`config.mk`:
```
export PLATFORM = sky130hd
export DESIGN_NAME = hib_top
export DESIGN_NICKNAME = d
export VERILOG_FILES = /design/src/logic/hib_ecc_timer.v /design/src/logic/hib_top.v
export VERILOG_INCLUDE_DIRS = /design/src /design/src/logic
export SDC_FILE = /design/constraint.sdc
export NUM_CORES = 1
export LEC_CHECK = 0
export CORE_ASPECT_RATIO = 0.75
export CORE_UTILIZATION = 40
export CTS_BUF_LIST = sky130_fd_sc_hd__clkbuf_16
export DETAILED_ROUTE_END_ITERATION = 7
export DONT_BUFFER_PORTS = 1
export SETUP_SLACK_MARGIN = 0.3
export SYNTH_ARGS = -nofsm -noshare
export SYNTH_HDL_FRONTEND = slang
export SYNTH_SLANG_ARGS = --single-unit
```
`constraint.sdc`:
```
create_clock -name clk -period 8.47 [get_ports clk]
set_clock_uncertainty 0.2 [all_clocks]
set_input_delay 1.694 -clock clk [delete_from_list [all_inputs] [get_ports clk]]
set_output_delay 1.694 -clock clk [all_outputs]
set_load 0.005 [all_outputs]
```
`src/logic/hib_defs.vh`:
```
// constants of the host interrupt and buffer window block
`ifndef HIB_DEFS_VH
`define HIB_DEFS_VH
`define HIB_OFS_FRAME_LOW 16'hf0f6
`define HIB_OFS_FRAME_HIGH 16'hf0f7
`define HIB_OFS_MASK 16'hf0fb
`define HIB_OFS_FLAGS 16'hf0fc
`define HIB_OFS_PAGE 16'hf0ff
`define HIB_RST_MASK 8'h00
`define HIB_RST_FLAGS 8'h00
`define HIB_RST_FRAME 11'h000
`define HIB_RST_PAGE 7'h00
`define HIB_LATCH_RELEASE 8'h00
`define HIB_BIT_FRAME_STORED 0
`define HIB_BIT_LAST_FRAME_START 1
`define HIB_BIT_FRONTEND_OVERLENGTH 2
`define HIB_BIT_HEADER_READY 3
`define HIB_BIT_CORRECTION_DONE 4
`define HIB_BIT_FRONTEND_RECEIVE 5
`define HIB_BIT_FRONTEND_TRANSMIT 6
`define HIB_BIT_HOST_INTERFACE_UNIT 7
`define HIB_LINEAR_TOP 4'h7
`define HIB_WIN0 4'h8
`define HIB_WIN1 4'h9
`define HIB_WIN2 4'ha
`define HIB_REG_SPACE 4'hf
`define HIB_CMD_SYNDROME 3'h0
`define HIB_CMD_CRC 3'h1
`define HIB_CMD_COPY 3'h2
`define HIB_CMD_P_CORRECT 3'h3
`define HIB_CMD_Q_CORRECT 3'h4
`define HIB_CMD_ROM_TEST 3'h5
`define HIB_CMD_RAM_READ 3'h6
`define HIB_CMD_RAM_WRITE 3'h7
`define HIB_SYN_CYC 16'd5604
`define HIB_SYN_ACC 16'd2658
`define HIB_SYN_F1_CYC 16'd5600
`define HIB_SYN_F1_ACC 16'd2654
`define HIB_CRC_CYC 16'd4136
`define HIB_CRC_ACC 16'd2068
`define HIB_CRC_F1_CYC 16'd4120
`define HIB_CRC_F1_ACC 16'd2060
`define HIB_COPY_CYC 16'd1148
`define HIB_COPY_ACC 16'd574
`define HIB_COPY_F1_CYC 16'd1156
`define HIB_COPY_F1_ACC 16'd578
`define HIB_P_BASE_CYC 16'd1466
`define HIB_P_PER_CORR 16'd157
`define HIB_Q_BASE_CYC 16'd888
`define HIB_Q_PER_CORR 16'd167
`define HIB_ACC_PER_CORR 16'd2
`define HIB_RAM_CYC 16'd1184
`define HIB_RAM_ACC 16'd592
`define HIB_ROM_CYC 16'd1024
`define HIB_ACC_PERIOD_PLAIN 3'd2
`define HIB_ACC_PERIOD_PQ 3'd7
`endif

```
`src/logic/hib_ecc_timer.v`:
```
// ecc command run timer: paces buffer accesses and pulses completion
`timescale 1ns/100ps
`default_nettype none
`include "hib_defs.vh"
module hib_ecc_timer #(
	parameter [15:0] SYN_CYCLES = `HIB_SYN_CYC,
	parameter [15:0] SYN_F1_CYCLES = `HIB_SYN_F1_CYC,
	parameter [15:0] CRC_CYCLES = `HIB_CRC_CYC,
	parameter [15:0] CRC_F1_CYCLES = `HIB_CRC_F1_CYC
) (
	input wire clk,
	input wire rst_b,
	input wire start,
	input wire [2:0] code,
	input wire form1,
	input wire abort,
	input wire [7:0] corrections,
	output wire busy,
	output reg access_q,
	output reg done_q
);
	localparam [1:0] ST_IDLE = 2'b01;
	localparam [1:0] ST_RUN = 2'b10;
	reg [1:0] st_q;
	reg [15:0] cyc_q;
	reg [15:0] acc_q;
	reg [2:0] per_q;
	reg [2:0] period_q;
	reg [15:0] cyc_d;
	reg [15:0] acc_d;
	reg [2:0] period_d;
	wire [15:0] ncorr = {8'h00, corrections};
	always @* begin
		cyc_d = `HIB_RAM_CYC;
		acc_d = `HIB_RAM_ACC;
		period_d = `HIB_ACC_PERIOD_PLAIN;
		case (code)
		`HIB_CMD_SYNDROME: begin
			cyc_d = form1 ? SYN_F1_CYCLES : SYN_CYCLES;
			acc_d = form1 ? `HIB_SYN_F1_ACC : `HIB_SYN_ACC;
		end
		`HIB_CMD_CRC: begin
			cyc_d = form1 ? CRC_F1_CYCLES : CRC_CYCLES;
			acc_d = form1 ? `HIB_CRC_F1_ACC : `HIB_CRC_ACC;
		end
		`HIB_CMD_COPY: begin
			cyc_d = form1 ? `HIB_COPY_F1_CYC : `HIB_COPY_CYC;
			acc_d = form1 ? `HIB_COPY_F1_ACC : `HIB_COPY_ACC;
		end
		`HIB_CMD_P_CORRECT: begin
			cyc_d = `HIB_P_BASE_CYC + ncorr * `HIB_P_PER_CORR;
			acc_d = ncorr * `HIB_ACC_PER_CORR;
			period_d = `HIB_ACC_PERIOD_PQ;
		end
		`HIB_CMD_Q_CORRECT: begin
			cyc_d = `HIB_Q_BASE_CYC + ncorr * `HIB_Q_PER_CORR;
			acc_d = ncorr * `HIB_ACC_PER_CORR;
			period_d = `HIB_ACC_PERIOD_PQ;
		end
		`HIB_CMD_ROM_TEST: begin
			cyc_d = `HIB_ROM_CYC;
			acc_d = 16'h0000;
		end
		default: begin
			cyc_d = `HIB_RAM_CYC;
			acc_d = `HIB_RAM_ACC;
		end
		endcase
	end
	assign busy = st_q[1];
	always @(posedge clk or negedge rst_b) begin
		if (!rst_b) begin
			st_q <= ST_IDLE;
			cyc_q <= 16'h0000;
			acc_q <= 16'h0000;
			per_q <= 3'h0;
			period_q <= `HIB_ACC_PERIOD_PLAIN;
			access_q <= 1'b0;
			done_q <= 1'b0;
		end else begin
			access_q <= 1'b0;
			done_q <= 1'b0;
			case (st_q)
			ST_IDLE: begin
				if (start && !abort) begin
					st_q <= ST_RUN;
					cyc_q <= cyc_d;
					acc_q <= acc_d;
					period_q <= period_d;
					per_q <= 3'h1;
				end
			end
			ST_RUN: begin
				// abort stops quietly, no completion pulse
				if (abort) begin
					st_q <= ST_IDLE;
				end else begin
					cyc_q <= cyc_q - 16'h0001;
					if (per_q == period_q) begin
						per_q <= 3'h1;
						if (acc_q != 16'h0000) begin
							access_q <= 1'b1;
							acc_q <= acc_q - 16'h0001;
						end
					end else begin
						per_q <= per_q + 3'h1;
					end
					if (cyc_q <= 16'h0001) begin
						done_q <= 1'b1;
						st_q <= ST_IDLE;
					end
				end
			end
			default: st_q <= ST_IDLE;
			endcase
		end
	end
endmodule // hib_ecc_timer
`default_nettype wire

```
`src/logic/hib_top.v`:
```
// microcontroller interrupt flags, mask and buffer address windows
// Behaviour
// - pulse completion interrupt when any ecc command finishes, either sector form.
// - syndrome calculation takes 5604 cycles, 5600 for form 1 sectors.
// - crc recompute takes 4136 cycles, 4120 for form 1 sectors.
// - results copy takes 1148 cycles, 1156 for form 1 sectors.
// - p and q correction use seven cycles per access, plus per-correction cost.
// - other commands use two cycles per buffer access.
// - reset clears mask and flag registers.
// - reset sets interrupt latch; writing 0x00 to flags releases it.
// - flag bits stay set until a zero is written to them.
// - events are recorded even while their mask bit is clear.
// - mask bit n gates flag bit n.
// - interrupt asserted while any unmasked flag is set.
// - flag bits map frame stored up to host interface unit events.
// - frame window uses low twelve address bits as offset in frame.
// - linear window address is low fifteen bits plus page times 32768.
// - frame counter loads on high byte write; low byte goes first.
// - counter load waits until a frame-counter dram access completes.
// - frame window address is frame number times 3072 plus offset.
// - second and third windows address the next one and two frames.
// - frames past the last pointer wrap to the start pointer.
`timescale 1ns/100ps
`default_nettype none
`include "hib_defs.vh"
module hib_top #(
	parameter [15:0] SYN_CYCLES = `HIB_SYN_CYC,
	parameter [15:0] SYN_F1_CYCLES = `HIB_SYN_F1_CYC,
	parameter [15:0] CRC_CYCLES = `HIB_CRC_CYC,
	parameter [15:0] CRC_F1_CYCLES = `HIB_CRC_F1_CYC
) (
	input wire clk,
	input wire rst_b,
	input wire [15:0] mc_addr,
	input wire [7:0] mc_wdata,
	input wire mc_wr,
	input wire mc_rd,
	output reg [7:0] mc_rdata_q,
	output wire mc_wait,
	output reg mc_int_q,
	input wire evt_frame_stored,
	input wire evt_last_frame_start,
	input wire evt_frontend_overlength,
	input wire evt_header_ready,
	input wire evt_frontend_receive,
	input wire evt_frontend_transmit,
	input wire evt_host_interface_unit,
	input wire ecc_cmd_start,
	input wire [2:0] ecc_cmd_code,
	input wire ecc_form1,
	input wire ecc_abort,
	input wire [7:0] ecc_corrections,
	output wire ecc_busy,
	output wire ecc_access,
	output wire ecc_done,
	input wire [10:0] start_frame,
	input wire [10:0] last_frame_pointer,
	input wire buf_frame_busy,
	output reg buf_req_q,
	output reg buf_we_q,
	output reg [21:0] buf_addr_q,
	output reg [7:0] buf_wdata_q,
	input wire buf_ack,
	input wire [7:0] buf_rdata
);
	reg [7:0] interrupt_enable_mask_q;
	reg [7:0] interrupt_event_flags_q;
	reg [7:0] interrupt_event_flags_d;
	reg latch_q;
	reg latch_d;
	reg [7:0] frame_low_q;
	reg [2:0] frame_high_q;
	reg load_pend_q;
	reg [10:0] host_frame_number_q;
	reg [6:0] linear_page_select_q;
	reg pend_q;
	reg pend_frame_q;
	reg pend_rd_q;
	wire [3:0] region = mc_addr[15:12];
	wire is_reg = (region == `HIB_REG_SPACE);
	wire is_linear = (region <= `HIB_LINEAR_TOP);
	wire is_frame = (region == `HIB_WIN0) || (region == `HIB_WIN1) || (region == `HIB_WIN2);
	wire is_buf = is_linear || is_frame;
	wire wr_mask = mc_wr && (mc_addr == `HIB_OFS_MASK);
	wire wr_flags = mc_wr && (mc_addr == `HIB_OFS_FLAGS);
	wire wr_low = mc_wr && (mc_addr == `HIB_OFS_FRAME_LOW);
	wire wr_high = mc_wr && (mc_addr == `HIB_OFS_FRAME_HIGH);
	wire wr_page = mc_wr && (mc_addr == `HIB_OFS_PAGE);
	wire buf_start = (mc_wr || mc_rd) && is_buf && !pend_q;
	wire [7:0] events;
	wire frame_counter_busy;
	wire [1:0] win_step;
	wire [10:0] win_frame;
	wire [22:0] frame_base;
	wire [21:0] frame_addr;
	wire [21:0] linear_addr;
	reg [7:0] reg_rdata;

	// step past the programmed frame with wrap to the start pointer
	function [10:0] hib_advance;
		input [10:0] base;
		input [1:0] step;
		input [10:0] first;
		input [10:0] last;
		reg [11:0] sum;
		reg [11:0] over;
		begin
			sum = {1'b0, base} + {10'h000, step};
			over = sum - {1'b0, last} - 12'h001;
			if (sum > {1'b0, last}) begin
				hib_advance = first + over[10:0];
			end else begin
				hib_advance = sum[10:0];
			end
		end
	endfunction

	assign events[`HIB_BIT_FRAME_STORED] = evt_frame_stored;
	assign events[`HIB_BIT_LAST_FRAME_START] = evt_last_frame_start;
	assign events[`HIB_BIT_FRONTEND_OVERLENGTH] = evt_frontend_overlength;
	assign events[`HIB_BIT_HEADER_READY] = evt_header_ready;
	assign events[`HIB_BIT_CORRECTION_DONE] = ecc_done;
	assign events[`HIB_BIT_FRONTEND_RECEIVE] = evt_frontend_receive;
	assign events[`HIB_BIT_FRONTEND_TRANSMIT] = evt_frontend_transmit;
	assign events[`HIB_BIT_HOST_INTERFACE_UNIT] = evt_host_interface_unit;

	always @* begin
		interrupt_event_flags_d = interrupt_event_flags_q;
		if (wr_flags) begin
			interrupt_event_flags_d = interrupt_event_flags_q & mc_wdata;
		end
		interrupt_event_flags_d = interrupt_event_flags_d | events;
	end

	always @* begin
		latch_d = latch_q;
		if (wr_flags && (mc_wdata == `HIB_LATCH_RELEASE)) begin
			latch_d = 1'b0;
		end
	end

	always @(posedge clk or negedge rst_b) begin
		if (!rst_b) begin
			interrupt_enable_mask_q <= `HIB_RST_MASK;
			interrupt_event_flags_q <= `HIB_RST_FLAGS;
			latch_q <= 1'b1;
			mc_int_q <= 1'b1;
		end else begin
			if (wr_mask) begin
				interrupt_enable_mask_q <= mc_wdata;
			end
			interrupt_event_flags_q <= interrupt_event_flags_d;
			latch_q <= latch_d;
			mc_int_q <= latch_d | (|(interrupt_event_flags_d & interrupt_event_flags_mask(wr_mask)));
		end
	end

	// mask value taking effect in the same cycle it is written
	function [7:0] interrupt_event_flags_mask;
		input sel;
		begin
			interrupt_event_flags_mask = sel ? mc_wdata : interrupt_enable_mask_q;
		end
	endfunction

	// the counter is in use while our own frame access is outstanding
	assign frame_counter_busy = buf_frame_busy || (pend_q && pend_frame_q);

	always @(posedge clk or negedge rst_b) begin
		if (!rst_b) begin
			frame_low_q <= 8'h00;
			frame_high_q <= 3'h0;
			load_pend_q <= 1'b0;
			host_frame_number_q <= `HIB_RST_FRAME;
			linear_page_select_q <= `HIB_RST_PAGE;
		end else begin
			if (wr_low) begin
				frame_low_q <= mc_wdata;
			end
			if (wr_high) begin
				frame_high_q <= mc_wdata[2:0];
				load_pend_q <= 1'b1;
			end else if (load_pend_q && !frame_counter_busy) begin
				load_pend_q <= 1'b0;
			end
			if (load_pend_q && !wr_high && !frame_counter_busy) begin
				host_frame_number_q <= {frame_high_q, frame_low_q};
			end
			if (wr_page) begin
				linear_page_select_q <= mc_wdata[6:0];
			end
		end
	end

	assign win_step = mc_addr[13:12] - 2'b00;
	assign win_frame = hib_advance(host_frame_number_q, win_step, start_frame,
		last_frame_pointer);
	assign frame_base = {1'b0, win_frame, 11'h000} + {2'b00, win_frame, 10'h000};
	assign frame_addr = frame_base[21:0] + {10'h000, mc_addr[11:0]};
	assign linear_addr = {linear_page_select_q, mc_addr[14:0]};

	assign mc_wait = pend_q;

	always @(posedge clk or negedge rst_b) begin
		if (!rst_b) begin
			buf_req_q <= 1'b0;
			buf_we_q <= 1'b0;
			buf_addr_q <= 22'h000000;
			buf_wdata_q <= 8'h00;
			pend_q <= 1'b0;
			pend_frame_q <= 1'b0;
			pend_rd_q <= 1'b0;
		end else begin
			buf_req_q <= 1'b0;
			if (buf_start) begin
				buf_req_q <= 1'b1;
				buf_we_q <= mc_wr;
				buf_wdata_q <= mc_wdata;
				buf_addr_q <= is_frame ? frame_addr : linear_addr;
				pend_q <= 1'b1;
				pend_frame_q <= is_frame;
				pend_rd_q <= mc_rd;
			end else if (pend_q && buf_ack) begin
				pend_q <= 1'b0;
				pend_frame_q <= 1'b0;
				pend_rd_q <= 1'b0;
			end
		end
	end

	always @* begin
		reg_rdata = 8'h00;
		case (mc_addr)
		`HIB_OFS_FRAME_LOW: reg_rdata = frame_low_q;
		`HIB_OFS_FRAME_HIGH: reg_rdata = {5'h00, host_frame_number_q[10:8]};
		`HIB_OFS_MASK: reg_rdata = interrupt_enable_mask_q;
		`HIB_OFS_FLAGS: reg_rdata = interrupt_event_flags_q;
		`HIB_OFS_PAGE: reg_rdata = {1'b0, linear_page_select_q};
		default: reg_rdata = 8'h00;
		endcase
	end

	// unused space and unmapped registers read zero
	always @(posedge clk or negedge rst_b) begin
		if (!rst_b) begin
			mc_rdata_q <= 8'h00;
		end else if (pend_q && pend_rd_q && buf_ack) begin
			mc_rdata_q <= buf_rdata;
		end else if (mc_rd && is_reg) begin
			mc_rdata_q <= reg_rdata;
		end else if (mc_rd && !is_buf) begin
			mc_rdata_q <= 8'h00;
		end
	end

	hib_ecc_timer #(
		.SYN_CYCLES(SYN_CYCLES),
		.SYN_F1_CYCLES(SYN_F1_CYCLES),
		.CRC_CYCLES(CRC_CYCLES),
		.CRC_F1_CYCLES(CRC_F1_CYCLES)
	) u_ecc (
		.clk(clk),
		.rst_b(rst_b),
		.start(ecc_cmd_start),
		.code(ecc_cmd_code),
		.form1(ecc_form1),
		.abort(ecc_abort),
		.corrections(ecc_corrections),
		.busy(ecc_busy),
		.access_q(ecc_access),
		.done_q(ecc_done)
	);
endmodule // hib_top
`default_nettype wire

```
==> reports/results.ini <==
[floorplan]
core-area_mm2 = 0.02713
start_util_pct = 40.97
fp.dieW_um = 194.5
dieArea_mm2 = 0.02847
top_level_ports = 126
dieHeight_um = 146.4
rows = 52

[power_and_ir_drop]
p_per_area_mw_per_mm2 = 204.0
leakage_nw = 5.725
ir_drop_v = 0.0001524

[final_layout]
final.fill_count = 2626
nets = 1447
fin_area_mm2 = 0.01207
antenna_cells = 0
area_delta_synth_final_pct = 8.555
drive_gt1_share_pct = 8.437
final_util_pct = 44.48

[global_route]
overflow = 0
grt_start_max_net_pins = 132
grt_pass1_vias = 8737
grt_pass1_wl_um = 48160
globalRouteTotalUtil_pct = 21.67
grt_antenna_before_repair = 0

[yosys]
ys_types = 74
syn_inst = 1214
synth_flop_cell = dfrtp_1
synth_area_mm2 = 0.01112
async_flop_share_pct = 100.0
synth_nets = 1465
ys_top_cells_by_area = dfrtp_1 (29%), ha_1 (13%), fa_1 (9.5%), mux2_2 (5.3%), nand2_1 (4.3%)
yosysWarnings = 0
synth_top_area_share_pct = 28.82
ys_ff_latch = 131
yosysTopAreaCell = dfrtp_1
synth_area_per_cell_um2 = 9.156
synth_edf_count = 0
synth_most_common_cell = dfrtp_1
seq_area_frac_synth_pct = 29.52
ys_top_cells_by_count = dfrtp_1 (128), nand2_1 (127), ha_1 (117)

[critical_path]
rrSetupSlack_ns = 2.67
r2r-end = buf_addr_q[21]
crit_path_max_fanout = 13
cp-end-kind = flip-flop
crit_chain = ha_1 -> inv_1 -> fa_1 -> nor2_1 -> xor2_1 -> ha_1 -> nor2b_1 -> mux2i_1 -> a2111oi_0 -> o31ai_1 -> nand2_1 -> mux2i_1 -> fa_1 -> inv_1 -> ha_1 -> inv_1 -> fa_1 -> nor2b_1 -> o21a_1 -> o211ai_1 -> a31oi_1 -> a31oi_1 -> mux2i_1 -> nand3_1
crit_path_start = mc_addr[12]
worstPathArrival_ns = 6.71
start_kind = input port
rr_startpoint = host_frame_number_q[0]
cpMaxStageDelayCell = fa_1
r2r_cells = 24
cp.required_ns = 8.56
slowest_delay_ns = 0.49
crit_type = in2reg

[worst_hold_path]
min_to = latch_q
holdCritPathClass = reg2reg
min_path_cells = 1
worstHoldStart = latch_q

[clock_network]
root_buffer = clkbuf_16
clkTransAtPathRegs_ns = 0.05
clk_path_buf_depth = 2
cts_num_sinks = 131
ctsHoldBuffers = 0
post_cts_buffers = 0
clk_latency_ns = 0.42
htreeDepth = 4
postCtsResizedCells = 0
cts_tree = yes
cts_buffers = 17

[placement]
place_congestion = 0.8575
io_buffers = 0
dpl_cell_area_mm2 = 0.01144
hpwl_um = 23310

[route]
drc_errors = 0
ant_nets = 0
firstDrtPassIters = 5
drt-vias-per-instance = 5.676
wl_per_cell_um = 19.16
vias = 8855
drt_wl_total_um = 29890
first_iter_violations = 779

[sta]
fin_tns_setup_ns = 0
rsz0062_at_grt = false
max_freq_mhz = 151.1
hold_viol = 0
post-route-min-period_ns = 6.617
drv_slew = 0
slew_headroom_pct = 24.31
setup_viol = 0
finalCritPeriodShare_pct = 78.13
worstMarginPinSlew_ns = 1.131

[run_status]
outcome = completed

[job]
max_cap_viol_count = 0

==> report_power, final <==
group	switching, mW	internal [mW]
Combinational	0.508	0.380
Sequential	0.0787	0.707
Clock	0.275	0.515
==> sequential cells by signal, indices dropped and copies added, names as in the netlist, 8 cells and up <==
name	cells
interrupt_enable_mask_q	8
host_frame_number_q	11
mc_rdata_q	8
buf_addr_q	22
interrupt_event_flags_q	8
buf_wdata_q	8
u_ecc.cyc_q	16
u_ecc.acc_q	16
frame_low_q	8
==> area by class of cell <==
cell class	count	area (µm²)	share of cell area, %
inverters	96	360.3	2.986
clock inverters	15	197.7	1.638
well taps	351	439.2	3.640
clock buffers	17	425.4	3.526
repair buffers	5	37.54	0.3111
flip-flops and latches	131	3282	27.20
multi-input cells	945	7325	60.70
==> worst max path at each step <==
stage | slack [ns] | cells after the start | endpoint
detailed placement | 1.52 | 24 | buf_addr_q[21]
floorplan | 2.04 | 21 | buf_addr_q[21]
CTS | 1.93 | 24 | buf_addr_q[21]
global placement | 1.60 | 24 | buf_addr_q[21]
finish | 1.85 | 24 | buf_addr_q[21]
global route | 1.48 | 24 | buf_addr_q[21]
==> metal layers <==
layer / routed length [µm] / vias to the layer above / track usage, %
met5: 0 / - / 0
li1: - / 4258 / -
met3: 1959 / 17 / 4.597
met2: 11910 / 253 / 29.30
met4: 199 / 0 / 3.889
met1: 15820 / 4327 / 34.80
==> metrics by stage <==
| stage | std cells | power [mW] | worst slack, ns | hold WS [ns] |
|---|---|---|---|---|
| detailed placement | 1528 | 1.673 | 1.521 | 0.2718 |
| floorplan | 1214 | 1.462 | 2.041 | 0.2532 |
| CTS | 1560 | 2.473 | 1.932 | 0.2782 |
| global route | 1560 | 2.645 | 1.482 | 0.2885 |
| finish | 1560 | 2.462 | 1.853 | 0.2738 |
| global placement | 1528 | 1.662 | 1.600 | 0.2688 |
==> kinds of logic after synthesis <==
group	count (synthesis)	synth area share, %
and+or+nand+nor	390	16.86
AOI/OAI and AO/OA	275	16.07
DFF	131	29.53
muxes	62	6.168
adders and majority gates	170	22.71
xor gates and xnor gates	48	3.906
buffers and inverters	138	4.750
==> cell usage in the layout, fill, tap and decap left out, drive strengths merged, types with 11 or more instances in the layout <==
| cell | n |
|---|---|
| nand3 | 26 |
| a21o | 13 |
| mux2 | 52 |
| a31oi | 24 |
| nor3 | 29 |
| inv | 99 |
| a21oi | 65 |
| nor2b | 14 |
| or3 | 11 |
| a22oi | 13 |
| fa | 53 |
| nor2 | 103 |
| and2 | 14 |
| o21ai | 65 |
| clkbuf | 17 |
| dfrtp | 128 |
| xnor2 | 31 |
| nand2b | 11 |
| nand2 | 127 |
| ha | 117 |
| xor2 | 16 |
==> worst max-delay path, delay by kind of cell <==
| family | cells | cell delay, ns |
|---|---|---|
| compound gates | 6 | 1.31 |
| buf+inv | 3 | 0.17 |
| simple gates | 5 | 0.98 |
| xor+xnor | 1 | 0.13 |
| mux | 3 | 0.55 |
| fa+ha+maj | 6 | 1.87 |
No activity file was read; power rests on OpenSTA's default activity.
